===== config.mk =====
export PLATFORM = sky130hd
export DESIGN_NAME = quad_encoder_flat
export DESIGN_NICKNAME = d
export VERILOG_FILES = /design/src/quad_pkg.sv /design/src/quad_link_if.sv /design/src/quad_encoder.sv /design/src/flat_wrapper.sv
export VERILOG_INCLUDE_DIRS = /design/src
export SDC_FILE = /design/constraint.sdc
export NUM_CORES = 1
export LEC_CHECK = 0
export BUFFER_PORTS_ARGS = -buffer_cell sky130_fd_sc_hd__buf_2
export CAP_MARGIN = 20
export CORE_ASPECT_RATIO = 1.2
export CORE_MARGIN = 2
export CORE_UTILIZATION = 59
export DETAILED_ROUTE_END_ITERATION = 12
export GPL_TIMING_DRIVEN = 0
export MAX_ROUTING_LAYER = met4
export PLACE_DENSITY = 0.79
export SKIP_CTS_REPAIR_TIMING = 1
export SLEW_MARGIN = 20
export SYNTH_ARGS = -nofsm -noshare
export SYNTH_HDL_FRONTEND = slang
export SYNTH_SLANG_ARGS = --single-unit

===== constraint.sdc =====
create_clock -name clk -period 6.65 [get_ports clk]
set_clock_uncertainty 0.2 [all_clocks]
set_input_delay 1.33 -clock clk [delete_from_list [all_inputs] [get_ports clk]]
set_output_delay 1.33 -clock clk [all_outputs]
set_load 0.03 [all_outputs]

===== src/quad_defines.svh =====
// Timing counts, line indices and reset values for the quadrature link
`ifndef QUAD_DEFINES_SVH
`define QUAD_DEFINES_SVH

`define CLK_PERIOD_NS 8
`define FAULT_HOLD_MS 20
`define FAULT_HOLD_CYC ((`FAULT_HOLD_MS * 1000000 + `CLK_PERIOD_NS - 1) / `CLK_PERIOD_NS)
`define MIN_EDGE_NS 32
`define MIN_EDGE_CYC ((`MIN_EDGE_NS + `CLK_PERIOD_NS - 1) / `CLK_PERIOD_NS)
`define COUNTS_PER_REV 4096
`define REF_PERIOD_DEF 0
`define QUAD_BOTH_HIGH 2'h2

`define SYNC_LINES 10
`define IDX_A 0
`define IDX_B 1
`define IDX_REF 2
`define IDX_FAULT 3
`define IDX_U 4
`define IDX_V 5
`define IDX_W 6
`define IDX_L1 7
`define IDX_L2 8
`define IDX_HOME 9
`define SYNC_RST 10'h008

`endif


===== src/quad_pkg.sv =====
// Shared types for the quadrature encoder and its receiver
package quad_pkg;

    typedef enum logic [1:0] {
        EVAL_X1 = 2'b00,
        EVAL_X2 = 2'b01,
        EVAL_X4 = 2'b10
    } eval_mode_t;

    typedef enum logic [1:0] {
        COMM_2X180 = 2'b00,
        COMM_3X120 = 2'b01,
        COMM_4X90 = 2'b10
    } comm_div_t;

    typedef enum logic {
        FAULT_OK = 1'b0,
        FAULT_HOLD = 1'b1
    } fault_state_t;

endpackage : quad_pkg


===== src/quad_link_if.sv =====
// Encoder output lines shared by encoder and receiver
`timescale 1ns/1ps
interface quad_link_if;
    logic quad_channel_a;
    logic quad_channel_a_n;
    logic quad_channel_b;
    logic quad_channel_b_n;
    logic ref_pulse;
    logic ref_pulse_n;
    logic fault_n;
    logic comm_u;
    logic comm_u_n;
    logic comm_v;
    logic comm_v_n;
    logic comm_w;
    logic comm_w_n;
    logic limit_out_1;
    logic limit_out_2;
    logic home_out;

    modport encoder (
        output quad_channel_a, quad_channel_a_n, quad_channel_b, quad_channel_b_n,
        output ref_pulse, ref_pulse_n, fault_n,
        output comm_u, comm_u_n, comm_v, comm_v_n, comm_w, comm_w_n,
        output limit_out_1, limit_out_2, home_out
    );

    modport receiver (
        input quad_channel_a, quad_channel_a_n, quad_channel_b, quad_channel_b_n,
        input ref_pulse, ref_pulse_n, fault_n,
        input comm_u, comm_u_n, comm_v, comm_v_n, comm_w, comm_w_n,
        input limit_out_1, limit_out_2, home_out
    );
endinterface : quad_link_if


===== src/quad_encoder.sv =====
// Encoder end: quadrature, reference, fault, commutation and limit lines
`timescale 1ns/1ps
`include "quad_defines.svh"

module quad_encoder #(
    parameter int POS_W = 32,
    parameter int CPR_W = 12,
    parameter int COUNTS_PER_REV = `COUNTS_PER_REV,
    parameter int REF_PERIOD = `REF_PERIOD_DEF,
    parameter int MIN_EDGE_CYCLES = `MIN_EDGE_CYC,
    parameter int unsigned FAULT_HOLD_CYCLES = `FAULT_HOLD_CYC,
    parameter bit single_ended_variant = 1'b0,
    parameter bit POS_DETECT = 1'b0
) (
    input wire logic clk,
    input wire logic rst,
    input wire logic step_req,
    input wire logic step_dir,
    input wire logic malfunction,
    input wire quad_pkg::comm_div_t comm_div,
    input wire logic magnet_n,
    input wire logic magnet_s,
    input wire logic home_track,
    output logic step_ready,
    output logic [POS_W-1:0] position,
    output logic fault_active,
    quad_link_if.encoder link
);
    import quad_pkg::*;

    localparam int GAP_W = 8;
    localparam int PW = CPR_W + 3;
    localparam logic CMP_RST = !single_ended_variant;

    typedef struct packed {
        logic [POS_W-1:0] pos;
        logic [CPR_W-1:0] mech;
        logic [GAP_W-1:0] gap;
        fault_state_t fst;
        logic [31:0] hold;
        logic ready;
        logic a;
        logic an;
        logic b;
        logic bn;
        logic r;
        logic rn;
        logic fault_n;
        logic u;
        logic un;
        logic v;
        logic vn;
        logic w;
        logic wn;
        logic l1;
        logic l2;
        logic home;
    } enc_state_t;

    localparam enc_state_t RST_STATE = '{
        pos: '0,
        mech: '0,
        gap: '0,
        fst: FAULT_OK,
        hold: 32'h0000_0000,
        ready: 1'b1,
        a: 1'b0,
        an: CMP_RST,
        b: 1'b0,
        bn: CMP_RST,
        r: 1'b0,
        rn: CMP_RST,
        fault_n: 1'b1,
        default: 1'b0
    };

    enc_state_t q;
    enc_state_t d;

    logic [2:0] seg_n;
    logic [1:0] seg;

    // Segment count for the selected commutation division
    function automatic logic [2:0] comm_count(input comm_div_t div);
        case (div)
            COMM_2X180: comm_count = 3'h2;
            COMM_3X120: comm_count = 3'h3;
            COMM_4X90: comm_count = 3'h4;
            default: comm_count = 3'h2;
        endcase
    endfunction : comm_count

    // Segment index of a mechanical position; compares avoid a divider
    function automatic logic [1:0] seg_of(input logic [CPR_W-1:0] m, input logic [2:0] n);
        logic [PW-1:0] prod;
        logic [PW-1:0] rev;
        prod = PW'(m) * PW'(n);
        rev = PW'(COUNTS_PER_REV);
        if (prod >= rev + rev + rev)
            seg_of = 2'h3;
        else if (prod >= rev + rev)
            seg_of = 2'h2;
        else if (prod >= rev)
            seg_of = 2'h1;
        else
            seg_of = 2'h0;
    endfunction : seg_of

    // Complement line, held low on the single-ended variant
    function automatic logic compl(input logic x);
        compl = single_ended_variant ? 1'b0 : ~x;
    endfunction : compl

    always_comb
    begin
        d = q;
        seg_n = comm_count(comm_div);
        seg = 2'h0;

        if (q.gap != '0)
        begin
            d.gap = q.gap - GAP_W'(1);
        end

        // Spacing keeps each edge at least the minimum separation apart
        if (step_req && q.gap == '0)
        begin
            d.gap = GAP_W'(MIN_EDGE_CYCLES - 1);
            if (step_dir)
            begin
                d.pos = q.pos + POS_W'(1);
                d.mech = (q.mech == CPR_W'(COUNTS_PER_REV - 1)) ? '0 : q.mech + CPR_W'(1);
            end
            else
            begin
                d.pos = q.pos - POS_W'(1);
                d.mech = (q.mech == '0) ? CPR_W'(COUNTS_PER_REV - 1) : q.mech - CPR_W'(1);
            end
        end
        d.ready = (d.gap == '0);

        // forward sequence 00,10,11,01 so B lags
        d.a = d.pos[1] ^ d.pos[0];
        d.b = d.pos[1];

        d.r = (d.pos[POS_W-1:2] == (POS_W-2)'(REF_PERIOD)) && (d.pos[1:0] == `QUAD_BOTH_HIGH);

        d.an = compl(d.a);
        d.bn = compl(d.b);
        d.rn = compl(d.r);

        case (q.fst)
            FAULT_OK:
            begin
                if (malfunction)
                begin
                    d.fst = FAULT_HOLD;
                    d.hold = FAULT_HOLD_CYCLES - 32'h0000_0001;
                    d.fault_n = 1'b0;
                end
            end
            FAULT_HOLD:
            begin
                if (q.hold != 32'h0000_0000)
                begin
                    d.hold = q.hold - 32'h0000_0001;
                end
                else if (!malfunction)
                begin
                    d.fst = FAULT_OK;
                    d.fault_n = 1'b1;
                end
            end
            default:
            begin
                d.fst = FAULT_OK;
                d.fault_n = 1'b1;
            end
        endcase

        // phase k high in segment k mod n
        seg = seg_of(d.mech, seg_n);
        d.u = (seg == 2'h0);
        d.v = (seg == 2'(3'h1 % seg_n));
        d.w = (seg == 2'(3'h2 % seg_n));
        d.un = ~d.u;
        d.vn = ~d.v;
        d.wn = ~d.w;

        // north magnet trips limit 1, south limit 2
        d.l1 = magnet_n;
        d.l2 = magnet_s;

        // homing track on its own line
        d.home = POS_DETECT ? home_track : 1'b0;
    end

    always_ff @(posedge clk)
    begin
        if (rst)
        begin
            q <= RST_STATE;
        end
        else
        begin
            q <= d;
        end
    end

    assign step_ready = q.ready;
    assign position = q.pos;
    assign fault_active = ~q.fault_n;

    assign link.quad_channel_a = q.a;
    assign link.quad_channel_a_n = q.an;
    assign link.quad_channel_b = q.b;
    assign link.quad_channel_b_n = q.bn;
    assign link.ref_pulse = q.r;
    assign link.ref_pulse_n = q.rn;
    assign link.fault_n = q.fault_n;
    assign link.comm_u = q.u;
    assign link.comm_u_n = q.un;
    assign link.comm_v = q.v;
    assign link.comm_v_n = q.vn;
    assign link.comm_w = q.w;
    assign link.comm_w_n = q.wn;
    assign link.limit_out_1 = q.l1;
    assign link.limit_out_2 = q.l2;
    assign link.home_out = q.home;

endmodule : quad_encoder


===== src/flat_wrapper.sv =====
// flat-port wrapper written by rule: the top's interface ports become plain ports
module quad_encoder_flat import quad_pkg::*;
#(
    parameter int POS_W = 32,
    parameter int CPR_W = 12,
    parameter int COUNTS_PER_REV = `COUNTS_PER_REV,
    parameter int REF_PERIOD = `REF_PERIOD_DEF,
    parameter int MIN_EDGE_CYCLES = `MIN_EDGE_CYC,
    parameter int unsigned FAULT_HOLD_CYCLES = `FAULT_HOLD_CYC,
    parameter bit single_ended_variant = 1'b0,
    parameter bit POS_DETECT = 1'b0
)
  (clk, rst, step_req, step_dir, malfunction, comm_div, magnet_n, magnet_s, home_track, step_ready, position, fault_active, link_quad_channel_a, link_quad_channel_a_n, link_quad_channel_b, link_quad_channel_b_n, link_ref_pulse, link_ref_pulse_n, link_fault_n, link_comm_u, link_comm_u_n, link_comm_v, link_comm_v_n, link_comm_w, link_comm_w_n, link_limit_out_1, link_limit_out_2, link_home_out);
  quad_link_if link_i ();
  input wire logic clk;
  input wire logic rst;
  input wire logic step_req;
  input wire logic step_dir;
  input wire logic malfunction;
  input wire quad_pkg::comm_div_t comm_div;
  input wire logic magnet_n;
  input wire logic magnet_s;
  input wire logic home_track;
  output logic step_ready;
  output logic [POS_W-1:0] position;
  output logic fault_active;
  output wire logic [$bits(link_i.quad_channel_a)-1:0] link_quad_channel_a;
  output wire logic [$bits(link_i.quad_channel_a_n)-1:0] link_quad_channel_a_n;
  output wire logic [$bits(link_i.quad_channel_b)-1:0] link_quad_channel_b;
  output wire logic [$bits(link_i.quad_channel_b_n)-1:0] link_quad_channel_b_n;
  output wire logic [$bits(link_i.ref_pulse)-1:0] link_ref_pulse;
  output wire logic [$bits(link_i.ref_pulse_n)-1:0] link_ref_pulse_n;
  output wire logic [$bits(link_i.fault_n)-1:0] link_fault_n;
  output wire logic [$bits(link_i.comm_u)-1:0] link_comm_u;
  output wire logic [$bits(link_i.comm_u_n)-1:0] link_comm_u_n;
  output wire logic [$bits(link_i.comm_v)-1:0] link_comm_v;
  output wire logic [$bits(link_i.comm_v_n)-1:0] link_comm_v_n;
  output wire logic [$bits(link_i.comm_w)-1:0] link_comm_w;
  output wire logic [$bits(link_i.comm_w_n)-1:0] link_comm_w_n;
  output wire logic [$bits(link_i.limit_out_1)-1:0] link_limit_out_1;
  output wire logic [$bits(link_i.limit_out_2)-1:0] link_limit_out_2;
  output wire logic [$bits(link_i.home_out)-1:0] link_home_out;
  assign link_quad_channel_a = link_i.quad_channel_a;
  assign link_quad_channel_a_n = link_i.quad_channel_a_n;
  assign link_quad_channel_b = link_i.quad_channel_b;
  assign link_quad_channel_b_n = link_i.quad_channel_b_n;
  assign link_ref_pulse = link_i.ref_pulse;
  assign link_ref_pulse_n = link_i.ref_pulse_n;
  assign link_fault_n = link_i.fault_n;
  assign link_comm_u = link_i.comm_u;
  assign link_comm_u_n = link_i.comm_u_n;
  assign link_comm_v = link_i.comm_v;
  assign link_comm_v_n = link_i.comm_v_n;
  assign link_comm_w = link_i.comm_w;
  assign link_comm_w_n = link_i.comm_w_n;
  assign link_limit_out_1 = link_i.limit_out_1;
  assign link_limit_out_2 = link_i.limit_out_2;
  assign link_home_out = link_i.home_out;
  quad_encoder #(.POS_W(POS_W), .CPR_W(CPR_W), .COUNTS_PER_REV(COUNTS_PER_REV), .REF_PERIOD(REF_PERIOD), .MIN_EDGE_CYCLES(MIN_EDGE_CYCLES), .FAULT_HOLD_CYCLES(FAULT_HOLD_CYCLES), .single_ended_variant(single_ended_variant), .POS_DETECT(POS_DETECT)) u_core (.clk(clk), .rst(rst), .step_req(step_req), .step_dir(step_dir), .malfunction(malfunction), .comm_div(comm_div), .magnet_n(magnet_n), .magnet_s(magnet_s), .home_track(home_track), .step_ready(step_ready), .position(position), .fault_active(fault_active), .link(link_i));
endmodule

==> run_results.csv <==
group,metric,value,unit
floorplanning,fp.dieArea,0.0134,sq mm
logic_synthesis,synth_seq_cells,100,
sta,post-route-period-util,0.937,
setup_path,worst_ep_arrival_time,6.28,ns
logic_synthesis,synth_area,0.00736,sq mm
logic_synthesis,synth_edf_count,0,
sta,setup_tns,0,ns
setup_path,critPathCaptureType,"register",
clock_network,cts.sinks,100,
setup_path,startpoint_type,"input port",
logic_synthesis,yosysWarnings,0,
floorplanning,std_cell_rows,44,
placement,place_inst,1166,
final_layout,final_area,0.00817,sq mm
drt,vias_per_cell,5.95,
final_layout,drive_gt1_frac,0.130,
global_route,antenna_found_initial,1,
clock_network,numCtsBuffers,9,
final_layout,area_growth,10.9,%
clock_network,cts_tree,"done",
pwr,powerDensity,358,mW/mm^2
drt,wl,18.4,mm
sta,finalSetupViolCount,0,
sta,fin_hold_ws,0.275,ns
final_layout,final_common_cell,"nor2_1",
global_route,track_usage,0.284,
drt,vias,7026,
placement,place_area,0.00785,sq mm
sta,maxSlewHeadroom,0.547,
floorplanning,initial_core_util,0.605,
setup_path,crit_fanout,19,
clock_network,clk_latency,0.35,ns
placement,numPortBuffers,57,
floorplanning,die_x,106,microns
sta,hold_viol,0,
setup_path,reg2regPathDepth,22,
setup_path,crit_type,"in2reg",
final_layout,stdcell_count,1181,
drt,drtIter0Drc,574,
drt,drc_errors,0,
sta,worst_slew_pin_slew,0.672,ns
logic_synthesis,synth_cell_types,72,
sta,max_freq,0.160,GHz
logic_synthesis,synthCells,948,
pwr,leakage,3.62,nW
logic_synthesis,avgSynthCellArea,7.77,sq um
global_route,grt_first_pass_wirelength,30.2,mm
sta,fin_crit,6.23,ns
logic_synthesis,syn_nets,1023,
placement,hpwlAfterDp,13.7,mm
run_status,status,"completed",
flow_run,cap_viol_max_count,0,
global_route,grt_pass1_vias,6533,
final_layout,fin_nets,1089,
sta,rsz0062_at_grt,"no",
logic_synthesis,ys.flop_type,"dfxtp_1",
clock_network,path_clk_slew,0.07,ns
drt,ant_nets,0,
floorplanning,coreArea,0.0122,sq mm
min_path,hold_path.class,"reg2reg",
logic_synthesis,async_reset_ff_frac,0,
sta,finalMaxSlewViolations,0,
clock_network,root_buffer,"clkbuf_16",
global_route,grt_start_max_net_pins,39,
drt,dr.pass1.iters,5,
setup_path,critPathRequiredTime,6.69,ns
final_layout,final_cell_mix,"nor2_1, dfxtp_1, a21oi_1, nand2_1, buf_2",
drt,wl_per_cell,15.5,microns
clock_network,h-tree-depth,3,
pwr,peakVddDrop,176,uV
logic_synthesis,synth-seq-area-share,0.272,
floorplanning,io_pins,60,
global_route,grt_overflow,0,
min_path,hold_depth,2,
floorplanning,die_y,126,microns
clock_network,clockBufferDepth,2,
placement,gp_congestion,0.965,
[logic make-up after synthesis]
family / share of synthesized area
fa+ha+maj: 0.123
buf+inv: 0.0668
xor+xnor: 0.0630
flops: 0.272
other cells: 0.000509
mux: 0.0127
compound gates: 0.201
simple gates: 0.261
[worst max-delay path, cell delays in order]
cell and delay (ns):
buf_2 0.13, nand3_4 0.20, clkbuf_2 0.32, clkbuf_1 0.41
clkbuf_2 0.40, a21oi_1 0.20, nor2_1 0.17, fa_1 0.44
ha_1 0.24, fa_1 0.37, a21o_1 0.19, a221o_1 0.32
a21oi_1 0.14, o21ai_0 0.15, or3_1 0.33, o21ai_0 0.07
nor2b_1 0.30, xnor2_1 0.11, o31a_1 0.27, and2_1 0.16
[layout make-up]
class / count / area [sq um]
Clock buffer: 10 / 239
Antenna cell: 1 / 2.50
Inverter: 27 / 103
Buffer: 68 / 388
Fill cell: 1024 / 4000
Clock inverter: 6 / 56.3
Sequential cell: 100 / 2000
Multi-Input combinational cell: 751 / 4890
Timing Repair Buffer: 57 / 285
Tap cell: 161 / 201
[routing by layer]
metal / up-vias / GRT usage / routed length [microns]
met5: - / - / 0
met4: 0 / 0.125 / 491
met3: 37 / 0.0339 / 881
met2: 205 / 0.487 / 9130
met1: 3273 / 0.335 / 7860
li1: 3511 / - / -
[synthesized netlist by cell type, types with 9 or more instances]
library cell | instances | area [sq um]
fa_1 | 12 | 240
nand2_1 | 79 | 297
nor3_1 | 37 | 185
clkbuf_1 | 33 | 124
a21o_1 | 12 | 90.1
a31oi_1 | 10 | 62.6
and2_1 | 16 | 100
or3_1 | 12 | 75.1
ha_1 | 53 | 663
nand2b_1 | 11 | 68.8
nor2_1 | 136 | 510
o21a_1 | 15 | 113
inv_1 | 26 | 97.6
xor2_1 | 22 | 193
a21oi_1 | 89 | 445
nand3_1 | 25 | 125
dfxtp_1 | 100 | 2000
xnor2_1 | 31 | 272
o21ai_0 | 38 | 190
buf_4 | 33 | 248
and3_1 | 9 | 56.3
nand4_1 | 13 | 81.3
nor4_1 | 13 | 81.3
[flip-flops by register name (all words and copies together), names as in the netlist]
signal,flops
u_core.link.comm_u,1
u_core.link.comm_u_n,1
u_core.link.comm_v,1
u_core.link.comm_v_n,1
u_core.link.comm_w,1
u_core.link.comm_w_n,1
u_core.link.fault_n,1
u_core.link.limit_out_1,1
u_core.link.limit_out_2,1
u_core.link.quad_channel_a,1
u_core.link.quad_channel_a_n,1
u_core.link.quad_channel_b_n,1
u_core.link.ref_pulse,1
u_core.link.ref_pulse_n,1
u_core.position,32
u_core.q,53
u_core.step_ready,1
[where the power goes]
part / leakage, nW / internal, mW / total, mW / switching (mW)
logic: 2.67 / 0.610 / 1.58 / 0.970
clock network: 0.137 / 0.272 / 0.520 / 0.248
registers: 0.817 / 0.708 / 0.824 / 0.117
total: 3.62 / 1.59 / 2.92 / 1.33
[worst paths after layout]
kind / startpoint / to / slack (ns)
max: step_req / u_core.link.comm_w_n / 0.42
min: u_core.q[44] / u_core.q[44] / 0.27
max reg2reg: u_core.q[50] / u_core.link.comm_w_n / 0.48
min reg2reg: u_core.q[44] / u_core.q[44] / 0.27
[per-stage QoR]
step	util	total power [mW]	setup WS, ns
3_5_place_dp	0.645	2.37	-0.833
5_1_grt	0.671	3.14	0.0934
3_3_place_gp	0.645	2.35	-0.687
6_report	0.671	2.92	0.417
2_1_floorplan	-	2.03	0.596
4_1_cts	0.670	2.90	-0.487
Power figures use the tool's default switching activity.
